[src/core/stats_pkg.sv]
package stats_pkg;

  // Host data bus and direct dword addressing
  localparam int HOST_DATA_W = 32;
  localparam int HOST_ADR_W = 2;
  localparam logic [1:0] HOST_ADR_INDEX = 2'h0;
  localparam logic [1:0] HOST_ADR_DATA = 2'h1;

  // Indirect index space
  localparam int INDEX_W = 9;
  localparam logic [8:0] INDEX_RESET = 9'h000;
  localparam logic [8:0] IDX_LUMA_MIN = 9'h0AD;
  localparam logic [8:0] IDX_LUMA_MAX = 9'h0AE;
  localparam logic [8:0] IDX_BLUE_MIN = 9'h0AF;
  localparam logic [8:0] IDX_BLUE_MAX = 9'h0B0;
  localparam logic [8:0] IDX_RED_MIN = 9'h0B1;
  localparam logic [8:0] IDX_RED_MAX = 9'h0B2;
  localparam logic [8:0] IDX_TABLE_FIRST = 9'h100;
  localparam logic [8:0] IDX_TABLE_LAST = 9'h153;

  // Statistic and table value layout
  localparam int VALUE_W = 16;
  localparam int TABLE_DEPTH = 84;
  localparam int TABLE_ADDR_W = 7;
  localparam int PAIR_W = 6;
  localparam logic [15:0] VALUE_ZERO = 16'h0000;

  // Fixed-point formats: step is 8.8, inverse step is 6.10
  localparam int STEP_FRAC_BITS = 8;
  localparam int STEP_INV_FRAC_BITS = 10;

  // Component select codes on the pixel input
  typedef enum logic [1:0] {
    COMP_LUMA = 2'h0,
    COMP_BLUE = 2'h1,
    COMP_RED = 2'h2
  } component_t;
  localparam int NUM_COMP = 3;

endpackage

[src/core/quant_table_if.sv]
`timescale 1ns/100ps
interface quant_table_if;
  import stats_pkg::*;

  // Host side write and read
  logic wr_en;
  logic [TABLE_ADDR_W-1:0] wr_addr;
  logic [VALUE_W-1:0] wr_data;
  logic [TABLE_ADDR_W-1:0] host_addr;
  logic [VALUE_W-1:0] host_rdata;
  // Quantizer pair read
  logic pair_rd;
  logic [PAIR_W-1:0] pair_idx;
  logic pair_valid;
  logic [VALUE_W-1:0] step;
  logic [VALUE_W-1:0] step_inverse;

  modport ctrl (
    output wr_en, wr_addr, wr_data, host_addr, pair_rd, pair_idx,
    input host_rdata, pair_valid, step, step_inverse
  );
  modport mem (
    input wr_en, wr_addr, wr_data, host_addr, pair_rd, pair_idx,
    output host_rdata, pair_valid, step, step_inverse
  );
endinterface

[src/core/quant_table_mem.sv]
`timescale 1ns/100ps
module quant_table_mem
  import stats_pkg::*;
#(
  parameter int DEPTH = TABLE_DEPTH
)
(
  // Clock and reset
  input wire logic clk,
  input wire logic rst_n,
  // Table port
  quant_table_if.mem tbl
);

  // Contents are left uninitialised; software loads every entry before use
  logic [VALUE_W-1:0] entry [DEPTH];

  // Host write port
  always_ff @(posedge clk)
  begin
    if (tbl.wr_en)
      entry[tbl.wr_addr] <= tbl.wr_data;
  end

  // Host read port, registered, follows the index every cycle
  always_ff @(posedge clk)
  begin
    tbl.host_rdata <= entry[tbl.host_addr];
  end

  // Pair read: even entry is the inverse step, odd entry the step
  always_ff @(posedge clk)
  begin
    if (tbl.pair_rd)
    begin
      tbl.step_inverse <= entry[{tbl.pair_idx, 1'b0}];
      tbl.step <= entry[{tbl.pair_idx, 1'b1}];
    end
  end

  // Pair valid is control state and so is reset
  always_ff @(posedge clk or negedge rst_n)
  begin
    if (!rst_n)
      tbl.pair_valid <= 1'b0;
    else
      tbl.pair_valid <= tbl.pair_rd;
  end

endmodule // quant_table_mem

[src/core/pixel_stats_and_quant_table.sv]
`timescale 1ns/100ps
// Operation
// - Index 0x0AD reads the smallest luma sample seen, read-only, 16 bits.
// - Index 0x0AE reads the largest luma sample seen, read-only, 16 bits.
// - Index 0x0AF reads the smallest blue chroma sample seen, read-only.
// - Index 0x0B0 reads the largest blue chroma sample seen, read-only.
// - Index 0x0B1 reads the smallest red chroma sample seen, read-only.
// - Index 0x0B2 reads the largest red chroma sample seen, read-only.
// - Statistic reads return zero in bits 31 to 16.
// - Statistic values are not reset; undefined until gathered.
// - Indices 0x100 to 0x153 form a readable, writable table of 84 entries.
// - Even table indices hold inverse steps, odd indices hold steps.
// - Step entries are unsigned 8.8 fixed point.
// - Inverse step entries are unsigned 6.10 fixed point.
// - Table entries are not reset; undefined until written.
// - Host reaches the indexed space through two dword-addressed registers, index at dword 0 and data at dword 1.
module pixel_stats_and_quant_table
  import stats_pkg::*;
#(
  parameter int PIX_W = 8,
  parameter int DEPTH = TABLE_DEPTH
)
(
  // Clock and reset
  input wire logic core_clk_i,
  input wire logic arst_n_i,
  // Host interface
  input wire logic host_cs_n_i,
  input wire logic host_wr_n_i,
  input wire logic host_rd_n_i,
  input wire logic [HOST_ADR_W-1:0] host_adr_i,
  input wire logic [HOST_DATA_W-1:0] host_data_i,
  output logic [HOST_DATA_W-1:0] host_data_o,
  output logic host_data_oe_o,
  // Video sample input
  input wire logic enc_mode_i,
  input wire logic field_start_i,
  input wire logic pix_valid_i,
  input wire logic [1:0] pix_comp_i,
  input wire logic [PIX_W-1:0] pix_data_i,
  // Quantizer pair read
  input wire logic quant_rd_i,
  input wire logic [PAIR_W-1:0] quant_pair_i,
  output logic quant_valid_o,
  output logic [VALUE_W-1:0] quant_step_o,
  output logic [VALUE_W-1:0] quant_step_inverse_o
);

  // Reset release through two flops; assertion stays asynchronous
  logic rst_meta;
  logic rst_n;

  always_ff @(posedge core_clk_i or negedge arst_n_i)
  begin
    if (!arst_n_i)
    begin
      rst_meta <= 1'b0;
      rst_n <= 1'b0;
    end
    else
    begin
      rst_meta <= 1'b1;
      rst_n <= rst_meta;
    end
  end

  // Host strobe decode
  logic wr_level;
  logic rd_level;
  logic wr_seen;
  logic wr_take;

  assign wr_level = !host_cs_n_i && !host_wr_n_i;
  assign rd_level = !host_cs_n_i && !host_rd_n_i;
  // A held write strobe must commit once, so only its first cycle counts
  assign wr_take = wr_level && !wr_seen;

  always_ff @(posedge core_clk_i or negedge rst_n)
  begin
    if (!rst_n)
      wr_seen <= 1'b0;
    else
      wr_seen <= wr_level;
  end

  // Indirect index register behind dword 0
  logic [INDEX_W-1:0] index;
  logic [INDEX_W-1:0] next_index;

  always_comb
  begin
    next_index = index;
    if (wr_take && host_adr_i == HOST_ADR_INDEX)
      next_index = host_data_i[INDEX_W-1:0];
  end

  always_ff @(posedge core_clk_i or negedge rst_n)
  begin
    if (!rst_n)
      index <= INDEX_RESET;
    else
      index <= next_index;
  end

  // Index classification
  logic in_table;
  logic [TABLE_ADDR_W-1:0] table_addr;
  logic [INDEX_W-1:0] table_offset;

  // Table span decode; everything else in the data dword is a statistic or unmapped
  assign in_table = (index >= IDX_TABLE_FIRST) && (index <= IDX_TABLE_LAST);
  assign table_offset = index - IDX_TABLE_FIRST;
  assign table_addr = table_offset[TABLE_ADDR_W-1:0];

  // Carrier to the table memory
  quant_table_if tbl ();

  // Only table indices reach the memory; statistic writes fall away here
  assign tbl.wr_en = wr_take && host_adr_i == HOST_ADR_DATA && in_table;
  assign tbl.wr_addr = table_addr;
  assign tbl.wr_data = host_data_i[VALUE_W-1:0];
  assign tbl.host_addr = table_addr;

  // Quantizer fetches one step pair; values are stored raw as written
  assign tbl.pair_rd = quant_rd_i && enc_mode_i;
  assign tbl.pair_idx = quant_pair_i;

  quant_table_mem #(
    .DEPTH(DEPTH)
  ) u_table (
    .clk(core_clk_i),
    .rst_n(rst_n),
    .tbl(tbl.mem)
  );

  // Step is 8.8 and inverse is 6.10; the quantizer applies the binary points
  assign quant_valid_o = tbl.pair_valid;
  assign quant_step_o = tbl.step;
  assign quant_step_inverse_o = tbl.step_inverse;

  // Pixel widening to the statistic width
  logic [VALUE_W-1:0] pix_wide;

  assign pix_wide = VALUE_W'(pix_data_i);

  // Per-component minimum and maximum trackers
  logic [VALUE_W-1:0] stat_min [NUM_COMP];
  logic [VALUE_W-1:0] stat_max [NUM_COMP];
  logic [NUM_COMP-1:0] seen;

  genvar c;
  generate
    for (c = 0; c < NUM_COMP; c++)
    begin : g_track
      logic hit;
      logic fresh;

      // Only valid samples during encode are tracked
      assign hit = pix_valid_i && enc_mode_i && pix_comp_i == 2'(c);
      // A sample in the field-start cycle opens the new field
      assign fresh = field_start_i || !seen[c];

      // Seen flag is control state, cleared by reset and at a field start that brings no sample for this component
      always_ff @(posedge core_clk_i or negedge rst_n)
      begin
        if (!rst_n)
          seen[c] <= 1'b0;
        else if (hit)
          seen[c] <= 1'b1;
        else if (field_start_i)
          seen[c] <= 1'b0;
      end

      // Values carry no reset and read undefined before the first sample
      always_ff @(posedge core_clk_i)
      begin
        if (hit && (fresh || pix_wide < stat_min[c]))
          stat_min[c] <= pix_wide;
      end

      always_ff @(posedge core_clk_i)
      begin
        if (hit && (fresh || pix_wide > stat_max[c]))
          stat_max[c] <= pix_wide;
      end
    end
  endgenerate

  // Statistic read mux
  logic [VALUE_W-1:0] stat_value;
  logic stat_hit;

  always_comb
  begin
    stat_value = VALUE_ZERO;
    stat_hit = 1'b1;
    case (index)
      IDX_LUMA_MIN: stat_value = stat_min[COMP_LUMA];
      IDX_LUMA_MAX: stat_value = stat_max[COMP_LUMA];
      IDX_BLUE_MIN: stat_value = stat_min[COMP_BLUE];
      IDX_BLUE_MAX: stat_value = stat_max[COMP_BLUE];
      IDX_RED_MIN: stat_value = stat_min[COMP_RED];
      IDX_RED_MAX: stat_value = stat_max[COMP_RED];
      default: stat_hit = 1'b0;
    endcase
  end

  // Host read word; upper half always zero for indexed values
  logic [HOST_DATA_W-1:0] read_word;

  always_comb
  begin
    read_word = '0;
    case (host_adr_i)
      HOST_ADR_INDEX:
        read_word = HOST_DATA_W'(index);
      HOST_ADR_DATA:
      begin
        if (in_table)
          read_word = HOST_DATA_W'(tbl.host_rdata);
        else if (stat_hit)
          read_word = HOST_DATA_W'(stat_value);
      end
      default:
        read_word = '0;
    endcase
  end

  // Read data sampled every read cycle; table data lags the index by one cycle
  always_ff @(posedge core_clk_i or negedge rst_n)
  begin
    if (!rst_n)
      host_data_o <= '0;
    else if (rd_level)
      host_data_o <= read_word;
  end

  // Drive the data pins in the cycle after each host read cycle
  always_ff @(posedge core_clk_i or negedge rst_n)
  begin
    if (!rst_n)
      host_data_oe_o <= 1'b0;
    else
      host_data_oe_o <= rd_level;
  end

endmodule // pixel_stats_and_quant_table

[config.mk]
export PLATFORM = sky130hd
export DESIGN_NAME = pixel_stats_and_quant_table
export DESIGN_NICKNAME = d
export VERILOG_FILES = /design/src/core/stats_pkg.sv /design/src/core/quant_table_if.sv /design/src/core/quant_table_mem.sv /design/src/core/pixel_stats_and_quant_table.sv
export SDC_FILE = /design/constraint.sdc
export NUM_CORES = 2
export LEC_CHECK = 0
export ABC_AREA = 0
export ABC_CLOCK_PERIOD_IN_PS = 2300
export BUFFER_PORTS_ARGS = -buffer_cell sky130_fd_sc_hd__buf_2
export CAP_MARGIN = 20
export CORE_MARGIN = 3
export CORE_UTILIZATION = 65
export CTS_CLUSTER_DIAMETER = 30
export DETAILED_ROUTE_END_ITERATION = 8
export MAX_ROUTING_LAYER = met4
export PLACE_DENSITY = 0.86
export SYNTH_ARGS = -nofsm -noshare
export SYNTH_HDL_FRONTEND = slang
export SYNTH_HIERARCHICAL = 1
export SYNTH_SLANG_ARGS = --single-unit
[constraint.sdc]
create_clock -name core_clk_i -period 2.3 [get_ports core_clk_i]
set_clock_uncertainty 0.15 [all_clocks]
set_input_delay 0.23 -clock core_clk_i [delete_from_list [all_inputs] [get_ports core_clk_i]]
set_output_delay 0.23 -clock core_clk_i [all_outputs]
set_load 0.03 [all_outputs]
==> impl_metrics.json, run 1 <==
{
  "status": "aborted with a tool error",
  "ys_seq_elements": 1473,
  "synthCells": 3503,
  "synth_warnings": 6,
  "gp_congestion": 0.9930,
  "cts_made_buffers": 293,
  "post-place-ws_ns": -0.8342,
  "cts.path.max_buffers": 4,
  "initial_core_util": 0.6565,
  "netlist.area_leader.share": 0.6285,
  "syn_area_per_cell_sq_um": 19.42,
  "synth.distinct_cells": 60,
  "seq_area_frac_synth": 0.6453,
  "synth-edff-count": 1424,
  "stop_error": "[ERROR GRT-0232] Routing congestion too high. Check the congestion heatmap in the GUI.",
  "synth_most_common_cell": "edfxtp_1",
  "io_buffers": 92,
  "synth_common_cells": "1424 x edfxtp_1, 674 x mux4_2, 188 x mux2i_1, 130 x a21oi_1, 127 x nor2_1",
  "place_area_sq_um": 76670,
  "synthTopCellsByArea": "edfxtp_1 63%, mux4_2 22%, mux2i_1 2.8%",
  "placed_cells": 5393,
  "yosysTopAreaCell": "edfxtp_1",
  "grt_worst_setup_endpoint": "u_table/entry[17][1]$_DFFE_PP_/DE",
  "ios": 125,
  "cts_sinks": 1473,
  "synth_ff_type": "edfxtp_1",
  "fp.dieW_um": 329.5,
  "synth_area_sq_um": 68040,
  "rows": 118,
  "cts_root_buf": "clkbuf_16",
  "h-tree-depth": 5,
  "grt_overflow": 181,
  "die_y_um": 329.5,
  "endpoint_type": "sequential cell input",
  "grt_max_degree": 85,
  "place_hpwl_mm": 157.2,
  "stop_stage": "global routing",
  "antenna_found_initial": 76,
  "grt_usage": 0.7649,
  "async_reset_ff_frac": 0.02240
}
timing repair:
item | 4_1_cts
endpoints found under the setup margin | 1400
pin swaps | 20
hold endpoints to repair | 998
resized for setup | 149
buffers inserted | 45
gates cloned | 13
hold buffers | 43
routing by layer:
metal,overflow,GRT usage
met5,-,-
met3,6,0.6629
met4,81,0.7170
met2,86,0.8796
met1,8,0.7502
cell families after synthesis:
family	count (synthesis)	share of synthesized area
AO/OA/AOI/OAI	436	0.04253
flip-flops	1473	0.6453
AND/OR/NAND/NOR	313	0.02214
buffers and inverters	327	0.02345
other	2	0.0001104
adder cells (fa/ha/maj)	45	0.008275
multiplexers	907	0.2582
per-stage QoR:
| step | setup TNS (ns) | utilization | hold slack, ns |
|---|---|---|---|
| CTS | -657.49 | 0.8491 | -0.02946 |
| detailed placement | -659.98 | 0.7398 | -0.1299 |
| global placement | -615.85 | 0.7397 | -0.1354 |
| floorplan | -427.48 | - | -0.2156 |
==> run 2, diff against run 1 <==
Settings changed: CORE_UTILIZATION 65 to 40, CTS_CLUSTER_DIAMETER 30 to default, MAX_ROUTING_LAYER met4 to default, PLACE_DENSITY 0.86 to default, PLACE_DENSITY_LB_ADDON from default to 0.15.
==> run 2 against run 1 <==
Against the previous run:
- synthesized cell count unchanged
- synthesized area unchanged
- the flow now finishes, with violations (setup timing)
==> impl_metrics.json, run 2 <==
{
  "first_iter_violations": 6096,
  "yosys.area_share.xor_xnor": 0,
  "syn_area_per_cell_sq_um": 19.42,
  "max_slew_margin": 0.4125,
  "syn2layout_area_growth_pct": 29.10,
  "cts_sinks": 1473,
  "seq_area_frac_synth": 0.6453,
  "worstReg2RegEnd": "u_table/tbl.host_rdata[9]",
  "dieArea_sq_um": 175100,
  "largestRegisters": "u_table/entry x1344, stat_max x24, stat_min x24",
  "whs_ns": 0.07731,
  "arrival_ns": 3.46,
  "synth.distinct_cells": 60,
  "cts_tree": "yes",
  "place_hpwl_mm": 177.1,
  "layout_common_cells": "1424 x edfxtp_1, 674 x mux4_2, 563 x buf_4, 228 x buf_12, 188 x clkbuf_16",
  "die_y_um": 418.4,
  "ios": 125,
  "totalWireLength_mm": 259.7,
  "netlist.area_leader.share": 0.6285,
  "synth-edff-count": 1424,
  "rows": 150,
  "maxCapViolCount": 0,
  "worstMarginPinSlew_ns": 0.8813,
  "cp-end-kind": "register",
  "synth_ff_type": "edfxtp_1",
  "cts.path.max_buffers": 3,
  "r2r_cells": 10,
  "cts_made_buffers": 164,
  "synthMuxAreaShare": 0.2582,
  "grt_usage": 0.2944,
  "cts_root_buf": "clkbuf_16",
  "crit_end": "u_table/tbl.host_rdata[9]",
  "antenna_found_initial": 18,
  "hold_path_class": "input pin to register",
  "gp_congestion": 0.9979,
  "drcViolationCount": 0,
  "grt_pass1_vias": 42460,
  "rsz0062_at_grt": "yes",
  "fp.coreArea_sq_um": 168200,
  "synth_top_family_by_area": "multiplexers",
  "grt_overflow": 0,
  "critPathLaunchType": "register",
  "drive_gt1_frac": 0.4670,
  "h-tree-depth": 4,
  "synth_common_cells": "1424 x edfxtp_1, 674 x mux4_2, 188 x mux2i_1, 130 x a21oi_1, 127 x nor2_1",
  "synthAdderAreaFrac": 0.008275,
  "yosysTopAreaCell": "edfxtp_1",
  "async_reset_ff_frac": 0.02240,
  "final_common_cell": "edfxtp_1",
  "final_nets": 4553,
  "setup_slack_ns": -0.5603,
  "num_vias": 42970,
  "firstDrtPassIters": 5,
  "hold_viol_final": 0,
  "cts.clk_slew.worst_paths_ns": 0.06,
  "drt-wirelength-per-cell_um": 38.25,
  "r2r-start": "index[1]",
  "ff2ff_setup_slack_ns": -0.56,
  "placed_cells": 6322,
  "fp.dieW_um": 418.4,
  "power.leakage_nw": 29.90,
  "min_period_ns": 2.860,
  "io_buffers": 92,
  "p_total_mw": 74.89,
  "status": "finished with violations",
  "ys_seq_elements": 1473,
  "peakVddDrop_mv": 0.7572,
  "yosys.area_share.simple": 0.02214,
  "regMostFlops": "u_table/entry",
  "finalSetupViolCount": 1400,
  "synthTopCellsByArea": "edfxtp_1 63%, mux4_2 22%, mux2i_1 2.8%",
  "synth_area_sq_um": 68040,
  "synthCells": 3503,
  "drv_slew": 0,
  "critPathMaxFanout": 7,
  "crit_type": "register to register",
  "post-route-period-util": 1.244,
  "max_freq_ghz": 0.3496,
  "insertion_delay_ns": 0.80,
  "grt_max_degree": 85,
  "initial_core_util": 0.4046,
  "fin_setup_tns_ns": -429.49,
  "post-route-util": 0.5224,
  "synth_most_common_cell": "edfxtp_1",
  "ant_nets": 0,
  "via_per_inst": 6.328,
  "violations": "setup timing",
  "fin_cells": 6791,
  "synth_compound_area_frac": 0.04253,
  "p_per_area_nw_per_um2": 852.6,
  "largest_reg_flops": 1344,
  "critPathRequiredTime_ns": 2.90,
  "synth_warnings": 6,
  "grt_pass1_wl_mm": 352.7,
  "cp-startpoint": "index[1]"
}
run 2: cell counts after synthesis:
Identical to the previous run, type by type.
run 2: worst min-delay path by stage:
stage / from / endpoint / slack [ns] / cells past startpoint
3_5_place_dp: arst_n_i / rst_n / -0.13 / 1
2_1_floorplan: arst_n_i / rst_meta / -0.22 / 0
6_report: quant_pair_i[5] / u_table/tbl.step[1] / 0.08 / 4
5_1_grt: quant_pair_i[5] / u_table/tbl.step[1] / 0.06 / 4
3_3_place_gp: arst_n_i / rst_n / -0.13 / 1
4_1_cts: quant_pair_i[5] / u_table/tbl.step[1] / 0.02 / 4
run 2: worst max-delay path, stage by stage, from the launching register on:
cell and delay (ns):
dfrtp_4 0.49, buf_12 0.16, buf_12 0.15, buf_16 0.16
bufbuf_16 0.28, mux2i_1 0.14, a221oi_2 0.29, o21ai_2 0.10
buf_6 0.14, a311oi_4 0.55, a211o_1 0.16
run 2: metrics by stage:
step / area [sq um] / setup slack, ns
6_report: 87840 / -0.5603
5_1_grt: 87830 / -0.5276
4_1_cts: 86800 / -0.4863
3_5_place_dp: 78870 / -0.8543
3_3_place_gp: 78850 / -1.188
2_1_floorplan: 68530 / -0.4414
run 2: timing repair:
| action | in CTS | in global routing |
|---|---|---|
| hold buffers | 43 | 0 |
| gates resized for setup | 221 | 113 |
| gates cloned | 20 | 18 |
| setup buffers | 69 | 35 |
| setup endpoints to repair | 1399 | 1400 |
| endpoints found under the hold margin | 1032 | 0 |
| pin swaps | 33 | 41 |
run 2: cell type report:
| class | instances | area [sq um] |
|---|---|---|
| fill | 13350 | 80320 |
| sequential | 1473 | 43920 |
| multi-input combinational | 1721 | 23980 |
| timing repair buffer | 1025 | 11530 |
| clock buffer | 211 | 4428 |
| tap | 2204 | 2758 |
| clock inverter | 88 | 970.9 |
| inverter | 64 | 240.2 |
| antenna | 5 | 12.51 |
run 2: cell families after synthesis:
logic type,Yosys count
AO/OA/AOI/OAI,436
adder cells (fa/ha/maj),45
buffers and inverters,327
flip-flops,1473
multiplexers,907
other,2
AND/OR/NAND/NOR,313
run 2: metal layers:
layer	global-route usage	part of all wire	up-vias
li1	-	-	16920
met4	0.1243	0.050	2
met1	0.4072	0.39	23010
met3	0.05608	0.10	465
met5	0	0.000050	-
met2	0.4590	0.46	2576
run 2: report_power, final:
group          internal [mW]  switching [mW]  leakage [nW]
registers               29.7           0.548          13.4
logic                   8.26            9.63          13.9
clock network           15.7            11.0          2.64
Note: power is estimated with default switching activity, not from simulation.
